### src/core/lnb_supply_pkg.sv
// constants, bit layout and levels of the supply control and diagnostic block
`default_nettype none
package lnb_supply_pkg;
    // ------------------------------------------------------------
    // control byte layout (write side)
    // ------------------------------------------------------------
    localparam int CTL_ENABLE = 0;
    localparam int CTL_LEVEL_SELECT = 1;
    localparam int CTL_LINE_LOSS_COMP = 2;
    localparam int CTL_TRANSMIT_STAGE_EN = 3;
    localparam int CTL_CONTINUOUS_TONE_EN = 4;
    localparam int CTL_PULSED_LIMIT_SEL = 5;
    localparam int CTL_TEST_THRESHOLD_SEL = 6;
    localparam int CTL_AUX_TEST = 7;
    // ------------------------------------------------------------
    // status byte layout (read side)
    // ------------------------------------------------------------
    localparam int STS_ENABLE_ECHO = 0;
    localparam int STS_LEVEL_SELECT_ECHO = 1;
    localparam int STS_LINE_LOSS_ECHO = 2;
    localparam int STS_MIN_LOAD = 3;
    localparam int STS_VOLTAGE_MON = 4;
    localparam int STS_TONE_MON = 5;
    localparam int STS_THERMAL = 6;
    localparam int STS_OVERLOAD = 7;
    localparam logic [7:0] CTL_RESET = 8'h00;
    localparam logic [7:0] STS_RESET = 8'h00;
    // ------------------------------------------------------------
    // output level targets in millivolts
    // ------------------------------------------------------------
    localparam int LEVEL_W = 16;
    localparam logic [15:0] MV_OFF = 16'h0000;
    localparam logic [15:0] MV_LOW = 16'h32C8;       // 13000
    localparam logic [15:0] MV_HIGH = 16'h4650;      // 18000
    localparam logic [15:0] MV_AUX = 16'h55F0;       // 22000
    localparam logic [15:0] MV_COMP_STEP = 16'h03E8; // 1000
    localparam logic [15:0] MV_BOOST_HEAD = 16'h02EE; // 750
    localparam logic [15:0] MV_BOOST_HIGH = 16'h4B32; // 19250
    localparam logic [15:0] MV_BOOST_AUX = 16'h58DE;  // 22750
    // ------------------------------------------------------------
    // overload timing
    // ------------------------------------------------------------
    localparam int CLK_PERIOD_NS = 100;
    localparam int TICK_NS = 1_000_000;
    localparam int TICK_CYCLES = TICK_NS / CLK_PERIOD_NS;
    localparam int OVL_ON_MS = 90;
    localparam int OVL_OFF_MS = 900;
    localparam int TICK_MS = TICK_NS / 1_000_000;
    localparam int OVL_ON_TICKS = OVL_ON_MS / TICK_MS;
    localparam int OVL_OFF_TICKS = OVL_OFF_MS / TICK_MS;
    localparam int PRESCALE_W = 24;
    localparam int TICKS_W = 12;
endpackage : lnb_supply_pkg
`default_nettype wire

### src/core/lnb_supply_control_diag.sv
// system control/status register and supply stage control of the lnb supply regulator
`default_nettype none
module lnb_supply_control_diag #(
    parameter int TICK_CYCLES = lnb_supply_pkg::TICK_CYCLES,
    parameter int ON_TICKS = lnb_supply_pkg::OVL_ON_TICKS,
    parameter int OFF_TICKS = lnb_supply_pkg::OVL_OFF_TICKS
) (
    // clock and reset
    input wire logic ref_clk,
    input wire logic rst,
    // register access from the serial interface
    input wire logic wr_stb,
    input wire logic [7:0] wr_data,
    output logic [7:0] rd_data_q,
    // control pins
    input wire logic fast_level_pin,
    input wire logic transmit_stage_pin,
    input wire logic tone_key_input,
    // analog monitor comparators
    input wire logic output_low_det,
    input wire logic tone_out_of_limit,
    input wire logic load_below_6ma,
    input wire logic load_below_12ma,
    input wire logic overload_det,
    input wire logic temp_above_150c,
    input wire logic temp_below_135c,
    // power stage controls
    output logic boost_en_q,
    output logic [lnb_supply_pkg::LEVEL_W-1:0] boost_output_mv_q,
    output logic regulator_en_q,
    output logic [lnb_supply_pkg::LEVEL_W-1:0] regulator_output_mv_q,
    output logic current_clamp_static_q,
    // tone stage controls
    output logic transmit_stage_en_q,
    output logic tone_gen_on_q
);
    import lnb_supply_pkg::*;

    // ------------------------------------------------------------
    // control register
    // ------------------------------------------------------------
    logic [7:0] ctl_q;
    logic enable;
    logic level_select;
    logic line_loss_comp;
    logic transmit_stage_en;
    logic continuous_tone_en;
    logic pulsed_limit_sel;
    logic test_threshold_sel;
    logic aux_test;

    // the whole byte is replaced on each write; no partial updates exist
    always_ff @(posedge ref_clk or posedge rst)
    begin
        if (rst)
            ctl_q <= CTL_RESET;
        else if (wr_stb)
            ctl_q <= wr_data;
    end

    assign enable = ctl_q[CTL_ENABLE];
    assign level_select = ctl_q[CTL_LEVEL_SELECT];
    assign line_loss_comp = ctl_q[CTL_LINE_LOSS_COMP];
    assign transmit_stage_en = ctl_q[CTL_TRANSMIT_STAGE_EN];
    assign continuous_tone_en = ctl_q[CTL_CONTINUOUS_TONE_EN];
    assign pulsed_limit_sel = ctl_q[CTL_PULSED_LIMIT_SEL];
    assign test_threshold_sel = ctl_q[CTL_TEST_THRESHOLD_SEL];
    assign aux_test = ctl_q[CTL_AUX_TEST];

    // ------------------------------------------------------------
    // thermal protection
    // ------------------------------------------------------------
    logic thermal_q;

    // hysteresis: set above the hot point, held until the cool point
    always_ff @(posedge ref_clk or posedge rst)
    begin
        if (rst)
            thermal_q <= 1'b0;
        else if (temp_above_150c)
            thermal_q <= 1'b1;
        else if (temp_below_135c)
            thermal_q <= 1'b0;
    end

    // ------------------------------------------------------------
    // overload protection
    // ------------------------------------------------------------
    logic ovl_shut;
    logic ovl_flag;
    logic stages_active;

    assign stages_active = enable && !thermal_q;

    overload_cycler #(
        .TICK_CYCLES(TICK_CYCLES),
        .ON_TICKS(ON_TICKS),
        .OFF_TICKS(OFF_TICKS)
    ) u_overload (
        .ref_clk(ref_clk),
        .rst(rst),
        .active(stages_active),
        .static_mode(pulsed_limit_sel),
        .overload_det(overload_det),
        .shut_q(ovl_shut),
        .flag_q(ovl_flag)
    );

    // ------------------------------------------------------------
    // level targets
    // ------------------------------------------------------------
    logic [LEVEL_W-1:0] nominal_mv;
    logic [LEVEL_W-1:0] reg_mv_d;
    logic [LEVEL_W-1:0] boost_mv_d;

    always_comb
    begin
        nominal_mv = level_select ? MV_HIGH : MV_LOW;
        if (line_loss_comp)
            nominal_mv = nominal_mv + MV_COMP_STEP;
    end

    // the fast pin only acts with aux test off and the level select bit high;
    // pin low then pins the regulator to the low level
    always_comb
    begin
        if (aux_test)
            reg_mv_d = MV_AUX;
        else if (level_select && !fast_level_pin)
            reg_mv_d = MV_LOW;
        else
            reg_mv_d = nominal_mv;
    end

    // boost follows the register bits only, so a low fast pin burns
    // the extra headroom in the regulator; keep such periods short
    always_comb
    begin
        if (aux_test)
            boost_mv_d = MV_BOOST_AUX;
        else if (level_select)
            boost_mv_d = line_loss_comp ? MV_BOOST_HIGH + MV_COMP_STEP : MV_BOOST_HIGH;
        else
            boost_mv_d = nominal_mv + MV_BOOST_HEAD;
    end

    // ------------------------------------------------------------
    // power stage outputs
    // ------------------------------------------------------------
    always_ff @(posedge ref_clk or posedge rst)
    begin
        if (rst)
        begin
            boost_en_q <= 1'b0;
            regulator_en_q <= 1'b0;
            boost_output_mv_q <= MV_OFF;
            regulator_output_mv_q <= MV_OFF;
        end
        else
        begin
            boost_en_q <= stages_active;
            regulator_en_q <= stages_active && !ovl_shut;
            boost_output_mv_q <= stages_active ? boost_mv_d : MV_OFF;
            regulator_output_mv_q <= (stages_active && !ovl_shut) ? reg_mv_d : MV_OFF;
        end
    end

    always_ff @(posedge ref_clk or posedge rst)
    begin
        if (rst)
            current_clamp_static_q <= 1'b0;
        else
            current_clamp_static_q <= pulsed_limit_sel;
    end

    // ------------------------------------------------------------
    // tone stage outputs
    // ------------------------------------------------------------
    logic tx_stage_d;

    // pin or bit may open the transmit stage; standby overrides both
    assign tx_stage_d = enable && (transmit_stage_en || transmit_stage_pin);

    always_ff @(posedge ref_clk or posedge rst)
    begin
        if (rst)
        begin
            transmit_stage_en_q <= 1'b0;
            tone_gen_on_q <= 1'b0;
        end
        else
        begin
            transmit_stage_en_q <= tx_stage_d;
            tone_gen_on_q <= tx_stage_d && (continuous_tone_en || tone_key_input);
        end
    end

    // ------------------------------------------------------------
    // diagnostic flags and status image
    // ------------------------------------------------------------
    logic [7:0] status_d;
    logic min_load_flag;
    logic voltage_monitor_flag;
    logic tone_monitor_flag;

    // the load check never sleeps; the host picks when to trust it
    assign min_load_flag = test_threshold_sel ? load_below_12ma : load_below_6ma;
    // valid only with compensation off; still reported raw otherwise
    assign voltage_monitor_flag = output_low_det;
    assign tone_monitor_flag = tone_out_of_limit;

    always_comb
    begin
        status_d = STS_RESET;
        status_d[STS_ENABLE_ECHO] = enable;
        status_d[STS_LEVEL_SELECT_ECHO] = level_select;
        status_d[STS_LINE_LOSS_ECHO] = line_loss_comp;
        status_d[STS_MIN_LOAD] = min_load_flag;
        status_d[STS_VOLTAGE_MON] = voltage_monitor_flag;
        status_d[STS_TONE_MON] = tone_monitor_flag;
        status_d[STS_THERMAL] = thermal_q;
        status_d[STS_OVERLOAD] = ovl_flag;
    end

    always_ff @(posedge ref_clk or posedge rst)
    begin
        if (rst)
            rd_data_q <= STS_RESET;
        else
            rd_data_q <= status_d;
    end
endmodule : lnb_supply_control_diag
`default_nettype wire

### src/core/overload_cycler.sv
// dynamic overload protection: on/off cycling timed from a fixed tick
`default_nettype none
module overload_cycler #(
    parameter int TICK_CYCLES = lnb_supply_pkg::TICK_CYCLES,
    parameter int ON_TICKS = lnb_supply_pkg::OVL_ON_TICKS,
    parameter int OFF_TICKS = lnb_supply_pkg::OVL_OFF_TICKS
) (
    // clock and reset
    input wire logic ref_clk,
    input wire logic rst,
    // control and detection
    input wire logic active,
    input wire logic static_mode,
    input wire logic overload_det,
    // results
    output logic shut_q,
    output logic flag_q
);
    import lnb_supply_pkg::*;

    typedef enum logic [1:0] {OVL_IDLE, OVL_GRACE, OVL_OFF, OVL_RETRY} ovl_state_t;

    ovl_state_t state_q;
    ovl_state_t state_d;
    logic [PRESCALE_W-1:0] pre_q;
    logic [TICKS_W-1:0] ticks_q;
    logic seen_q;
    logic tick;
    logic on_done;
    logic off_done;

    assign tick = (pre_q == PRESCALE_W'(TICK_CYCLES - 1));
    assign on_done = tick && (ticks_q == TICKS_W'(ON_TICKS - 1));
    assign off_done = tick && (ticks_q == TICKS_W'(OFF_TICKS - 1));

    always_comb
    begin
        state_d = state_q;
        case (state_q)
            OVL_IDLE:
                if (overload_det)
                    state_d = OVL_GRACE;
            OVL_GRACE:
                if (on_done)
                    state_d = (overload_det || seen_q) ? OVL_OFF : OVL_IDLE;
            OVL_OFF:
                if (off_done)
                    state_d = OVL_RETRY;
            OVL_RETRY:
                if (on_done)
                    state_d = (overload_det || seen_q) ? OVL_OFF : OVL_IDLE;
            default:
                state_d = OVL_IDLE;
        endcase
        if (!active || static_mode)
            state_d = OVL_IDLE;
    end

    // interval timer restarts on every state change so each interval is whole
    always_ff @(posedge ref_clk or posedge rst)
    begin
        if (rst)
        begin
            state_q <= OVL_IDLE;
            pre_q <= '0;
            ticks_q <= '0;
            seen_q <= 1'b0;
        end
        else
        begin
            state_q <= state_d;
            if (state_d != state_q)
            begin
                pre_q <= '0;
                ticks_q <= '0;
                seen_q <= 1'b0;
            end
            else
            begin
                pre_q <= tick ? '0 : pre_q + 1'b1;
                if (tick)
                    ticks_q <= ticks_q + 1'b1;
                if (overload_det && state_q != OVL_OFF)
                    seen_q <= 1'b1;
            end
        end
    end

    always_ff @(posedge ref_clk or posedge rst)
    begin
        if (rst)
        begin
            shut_q <= 1'b0;
            flag_q <= 1'b0;
        end
        else
        begin
            shut_q <= (state_d == OVL_OFF);
            if (static_mode)
                flag_q <= active && overload_det;
            else if (state_d == OVL_OFF)
                flag_q <= 1'b1;
            else if (state_d == OVL_IDLE)
                flag_q <= 1'b0;
        end
    end
endmodule : overload_cycler
`default_nettype wire

### config.mk
export PLATFORM = sky130hd
export DESIGN_NAME = lnb_supply_control_diag
export DESIGN_NICKNAME = d
export VERILOG_FILES = /design/src/core/lnb_supply_pkg.sv /design/src/core/lnb_supply_control_diag.sv /design/src/core/overload_cycler.sv
export SDC_FILE = /design/constraint.sdc
export NUM_CORES = 1
export LEC_CHECK = 0
export ABC_AREA = 1
export BUFFER_PORTS_ARGS = -buffer_cell sky130_fd_sc_hd__buf_4
export CORE_MARGIN = 2
export CORE_UTILIZATION = 57
export CTS_CLUSTER_SIZE = 30
export DETAILED_ROUTE_END_ITERATION = 8
export PLACE_DENSITY = 0.77
export SETUP_SLACK_MARGIN = 0.3
export SLEW_MARGIN = 40
export SYNTH_ARGS = -nofsm -noshare
export SYNTH_HDL_FRONTEND = slang
export SYNTH_HIERARCHICAL = 1
export SYNTH_SLANG_ARGS = --single-unit
### constraint.sdc
create_clock -name ref_clk -period 2 [get_ports ref_clk]
set_input_delay 0.1 -clock ref_clk [delete_from_list [all_inputs] [get_ports ref_clk]]
set_output_delay 0.1 -clock ref_clk [all_outputs]
set_load 0.005 [all_outputs]
# --- Word level (Yosys, flattened, before mapping) ---
# Index checks and enable logic that the tools add are counted.
word_totals:
  output_inout_bits: 45
  reg_bits: 95
op_classes:
  addsub: 4
  n_eq_ne: 9
  muxes: 27
  reduce_logical: 24
ops:
  columns: ["operator", "count"]
  rows:
  - ["$mux W16", 7]
  - ["$mux W24", 2]
  - ["$add A24 B1 Y24 const B", 1]
  - ["$eq A24 B14 Y1 const B", 1]
  - ["$mux W12", 2]
  - ["$add A15 B10 Y16 const B", 1]
  - ["$add A16 B10 Y16 const B", 1]
  - ["$mux W15", 1]
  - ["$add A12 B1 Y12 const B", 1]
  - ["$eq A12 B10 Y1 const B", 1]
  - ["$eq A12 B7 Y1 const B", 1]
  - ["$mux W11", 1]
  - ["$mux W2", 5]
  - ["$logic_and A1 B1 Y1", 9]
  - ["$mux W1", 8]
  - ["$eq A2 B2 Y1 const B", 3]
  - ["$pmux W2 S3", 1]
  - ["$reduce_bool A2 Y1", 3]
  - ["$logic_not A1 Y1", 4]
  - ["$logic_not A2 Y1", 2]
  - ["$logic_or A1 B1 Y1", 4]
  - ["$reduce_bool A3 Y1", 1]
  - ["$eq A2 B1 Y1 const B", 1]
  - ["$ne A2 B2 Y1", 1]
  - ["2 further kinds", 2]

# --- Logic depth before layout (Yosys ltp) ---
logic_depth:
  depth_word: 9
  mapped_depth: 15

# --- Hierarchy ---
# The synthesis kept the hierarchy.
modules_own_cells:
  columns: ["mod", "cells_each", "area_per_inst_um2", "instances", "seq_area_each_um2"]
  rows:
  - ["overload_cycler", 315, 2527.4, 1, 1026.0]
  - ["lnb_supply_control_diag", 152, 1711.6, 1, 1126.1]

# --- Least setup slack after synthesis ---
# No wires, ideal clock.
synth_path:
  kind: "register -> register"
  startpoint: "reg u_overload.pre_q[0]"
  endpoint: "reg u_overload.pre_q[2]"
  t_arrival_ns: 1.700
  path_buffers: 1
  stages_incl_launch_ff: 14
  setup_ns: 0.124
  slack_ns: 0.176
  cell_sequence: "dfrtp_1 ha_1 nand2_2 nor2_4 nand3_2 nor2_4 nand3_1 nand2_2 nand2_2 nand2_2 nand2_4 nand2_4 buf_12 nor2_4"
synth_via:
  elab_chain_cells: 7
synth_rtl:
  columns: ["element", "line", "text"]
  rows:
  - ["from (decl)", "overload_cycler.sv:25", "logic [PRESCALE_W-1:0] pre_q;"]
  - ["from (signal assigned)", "overload_cycler.sv:80", "pre_q <= tick ? '0 : pre_q + 1'b1;"]
  - ["$eq A24 B14 Y1", "overload_cycler.sv:32", "assign tick = (pre_q == PRESCALE_W'(TICK_CYCLES - 1));"]
  - ["$logic_and A1 B1 Y1 (on tied branches)", "overload_cycler.sv:33, overload_cycler.sv:34", null]
  - ["$mux W2 (on tied branches)", "overload_cycler.sv:44, overload_cycler.sv:50, overload_cycler.sv:47", null]
  - ["$pmux W2 S3", "overload_cycler.sv:39", "case (state_q)"]
  - ["$mux W2", "overload_cycler.sv:55", "if (!active || static_mode)"]
  - ["$ne A2 B2 Y1", "overload_cycler.sv:72", "if (state_d != state_q)"]
  - ["$mux W24 (*)", "overload_cycler.sv:72", null]
# Every way passes the cells marked *; elsewhere a longest branch is shown, timed or not.
# A chain may end at the register's enable or synchronous reset.

# --- Worst setup path after layout ---
layout_path:
  startpoint: "reg u_overload.pre_q[0]"
  endpoint: "reg u_overload.ticks_q[1]"
layout_via:
  elab_chain_cells: 7
layout_rtl:
  columns: ["element", "line", "text"]
  rows:
  - ["$eq A24 B14 Y1 (*)", "overload_cycler.sv:32", null]
  - ["$logic_and A1 B1 Y1 (on tied branches)", "overload_cycler.sv:33, overload_cycler.sv:34", null]
  - ["$mux W2 (on tied branches)", "overload_cycler.sv:44, overload_cycler.sv:50, overload_cycler.sv:47", null]
  - ["$pmux W2 S3", "overload_cycler.sv:39", null]
  - ["$mux W2", "overload_cycler.sv:55", null]
  - ["$ne A2 B2 Y1", "overload_cycler.sv:72", null]
  - ["$mux W12 or $reduce_bool A2 Y1 (tied branches)", null, null]
  - ["to (signal assigned)", "overload_cycler.sv:82", "ticks_q <= ticks_q + 1'b1;"]
  - ["to (decl)", "overload_cycler.sv:26", "logic [TICKS_W-1:0] ticks_q;"]
# Marks and branches as above.

==> run_results.csv <==
group,metric,value,unit
die,io-pin-count,66,
die,die_area,8140,sq um
clock_network,clockBufferDepth,2,
power_and_ir_drop,swShare,29.7,%
worst_setup_path,arrival,2310,ps
grt,grt_overflow,0,
status,violations,"setup timing",
worst_setup_path,r2r_slack,-10,ps
final_layout,instances_no_fill,687,
worst_setup_path,worstSetupPathType,"flip-flop to flip-flop",
sta,slew_violations,0,
route,num_vias,3613,
synth,synthesis.area,4240,sq um
worst_setup_path,setup.worst_path.start,"u_overload/pre_q[0]",
clock_network,cts_root_buffer,"clkbuf_8",
synth,synthFlopType,"dfrtp_1",
route,drt-initial-drc-count,166,
worst_setup_path,worstReg2RegEnd,"u_overload/ticks_q[1]",
sta,period_share,101,%
place,io_buffers,59,
synth,yosysMostFrequentCell,"dfrtp_1",
synth,ys_top_cells_by_area,"dfrtp_1 (51%), nand2_1 (7.5%), inv_1 (5.0%)",
hold_path,worstHoldPathType,"input pin to flip-flop",
grt,track_usage,25.5,%
run,cap_violations,0,
route,first_pass_iters,5,
clock_network,cts.sinks,86,
place,place_ws,0.694,ps
final_layout,fin_util,78.9,%
worst_setup_path,crit_required,2290,ps
sta,clock.fmax,496,MHz
clock_network,clkTransAtPathRegs,90,ps
route,drc,0,
clock_network,clk_latency,360,ps
sta,tightest_slew,529,ps
power_and_ir_drop,power_switching,1220,uW
sta,period_minus_slack,2010,ps
die,start_util,58.8,%
clock_network,h-tree-depth,3,
clock_network,cts_buffers,9,
route,via_per_inst,5.26,
final_layout,final_nets,613,
power_and_ir_drop,p_int,2880,uW
final_layout,insertedDiodeCount,0,
synth,ys_warn_count,6,
status,run_status,"complete, but fails checks",
final_layout,drive_gt1_share,35.2,%
place,gp_congestion,0.929,
clock_network,tritoncts,"done",
synth,synth_common_cells,"dfrtp_1 (86), nand2_1 (85), inv_1 (56)",
synth,synth_edf_count,0,
die,rows,31,
synth,synth_cells,467,
synth,avgSynthCellArea,9.08,sq um
die,coreArea,7210,sq um
place,placedCellCount,634,
sta,relSlewSlack,64.4,%
die,die_h,90.2,microns
worst_setup_path,rr_startpoint,"u_overload/pre_q[0]",
power_and_ir_drop,power_frac_comb,20.9,%
synth,ys_seq_elements,86,
synth,ys_types,34,
power_and_ir_drop,p_seq_share,47.3,%
route,ant_nets,0,
worst_setup_path,rr_worst_depth,15,
grt,grt_antenna_before_repair,0,
route,wl,10200,microns
synth,yosysTopAreaCellShare,50.8,%
sta,setup_viol_count_final,15,
die,die_w,90.2,microns
worst_setup_path,endpoint,"u_overload/ticks_q[1]",
sta,rsz0062_at_grt,"true",
power_and_ir_drop,ir_drop,0.571,mV
sta,fin_skew,8.23,ps
worst_setup_path,cp-end-kind,"flip-flop",
power_and_ir_drop,p_per_area,721,nW/um^2
final_layout,area_growth,34.2,%
grt,grt_pass1_vias,3591,
synth,yosysSeqAreaShare,50.8,%
grt,grt_pass1_wl,16900,microns
worst_setup_path,cp-start-kind,"flip-flop",
power_and_ir_drop,clock_power_share,31.8,%
sta,final-hold-violation-count,0,
grt,grt_start_max_net_pins,42,
worst_setup_path,crit_fanout,6,
synth,synth.largest_area_cell,"dfrtp_1",
place,hpwl,6240,microns
synth,async_flop_share,100,%
power_and_ir_drop,p_leak,0.00269,uW
route,post_drt_wl_per_cell,14.9,microns
sta,final.setup.worst_slack,-14.6,ps
[critical path: stages, from the launching register on]
cell and delay (ps):
dfrtp_1 360, ha_2 190, nand2_2 70, nor2_4 120, nand3_2 110, nor2_4 170, nand3_2 120, nand2_2 90
nand2_2 60, nand2_2 70, nand2_2 60, nand2_4 100, nand2_8 90, buf_6 130, buf_8 130, a21oi_2 90
[how the worst min path moves through the flow]
| stage | cells after the start | endpoint | startpoint |
|---|---|---|---|
| 2_1_floorplan | 0 | rd_data_q[4] | output_low_det |
| 4_1_cts | 3 | transmit_stage_en_q | transmit_stage_pin |
| 3_3_place_gp | 1 | rd_data_q[4] | output_low_det |
| 6_report | 3 | transmit_stage_en_q | transmit_stage_pin |
| 5_1_grt | 3 | transmit_stage_en_q | transmit_stage_pin |
| 3_5_place_dp | 2 | ctl_q[6] | rst |
[kinds of logic after synthesis]
logic type / count (synthesis) / synth area share, %
and+or+nand+nor: 247 / 30.1
DFF: 86 / 50.8
buffers and inverters: 73 / 8.18
AOI/OAI and AO/OA: 31 / 4.10
xor gates and xnor gates: 20 / 4.13
adders and majority gates: 9 / 2.66
other: 1 / 0.0885
[cells in the final DEF (no fill, tap or decap), types with 2 or more instances in the layout]
cell type      netlist  final
nand3b_1             2      2
dlygate4sd3_1        0     16
inv_6                0      3
xor2_1              17     16
ha_1                 9      7
nor3_2               0      2
conb_1               1      6
nand2_2              7     12
buf_6                2      6
inv_2                2      5
a21oi_2              4      6
nor4_1               3      3
inv_1               56     51
nand3_2              2      6
nand4_1             19     19
nand3_1             20     15
xnor2_1              3      3
nor2_1              51     43
nand2_4              4      5
nor3_1              14     11
a21oi_1              8      6
buf_4                9     85
clkbuf_8             0     10
or2_2                2      2
nand2_1             85     78
o21ai_0             17     17
nor2_4              13     23
nor2_2              21     19
dfrtp_1             86     85
buf_12               1      4
buf_16               0      2
[per-stage QoR]
| step | power, uW | hold slack [ps] | area [sq um] | TNS (ps) |
|---|---|---|---|---|
| final | 4100 | 28.8 | 5690 | -110 |
| after detailed placement | 2680 | 124 | 4870 | 0 |
| after floorplan | 2440 | 131 | 4270 | 0 |
| after global placement | 2660 | 214 | 4870 | 0 |
| after global routing | 4290 | 23.3 | 5690 | -3490 |
| after CTS | 4060 | 0.737 | 5510 | 0 |
[registers in the layout, indices dropped and copies added, names as in the netlist]
| name | flops |
|---|---|
| u_overload/pre_q | 24 |
| boost_output_mv_q | 13 |
| u_overload/ticks_q | 12 |
| regulator_output_mv_q | 11 |
| ctl_q | 8 |
| rd_data_q | 8 |
| u_overload/state_q | 2 |
| current_clamp_static_q | 1 |
| regulator_en_q | 1 |
| thermal_q | 1 |
| tone_gen_on_q | 1 |
| transmit_stage_en_q | 1 |
| u_overload/flag_q | 1 |
| u_overload/seen_q | 1 |
| u_overload/shut_q | 1 |
[layout make-up]
| cell class | instances | area, sq um |
|---|---|---|
| sequential | 86 | 2150 |
| multi-input combinational | 313 | 1950 |
| fill | 467 | 1520 |
| timing repair buffer | 114 | 1020 |
| inverter | 59 | 230 |
| clock buffer | 10 | 138 |
| tap | 99 | 124 |
| clock inverter | 6 | 75.1 |
[timing repair]
action / in CTS / in global routing
gates resized for setup: 20 / 39
gates cloned: 2 / 0
hold buffers: 16 / 0
setup buffers: 15 / 4
pin swaps: 10 / 15
setup endpoints to repair: 37 / 39
endpoints found under the hold margin: 80 / 0
[power by group through the flow]
| stage | logic, uW | clock network (uW) | registers [uW] |
|---|---|---|---|
| finish | 859 | 1300 | 1940 |
| CTS | 814 | 1310 | 1930 |
| global route | 936 | 1400 | 1960 |
| floorplan | 464 | 0 | 1980 |
| detailed placement | 713 | 0 | 1970 |
| global placement | 699 | 0 | 1960 |
[metal layers]
layer | up-vias | wire length, microns | track usage, %
li1 | 1693 | - | -
met1 | 1718 | 4220 | 31.6
met2 | 160 | 5120 | 44.6
met3 | 42 | 546 | 4.11
met4 | 0 | 340 | 10.6
met5 | - | 0 | 0
Note: power is estimated with default switching activity, not from simulation.
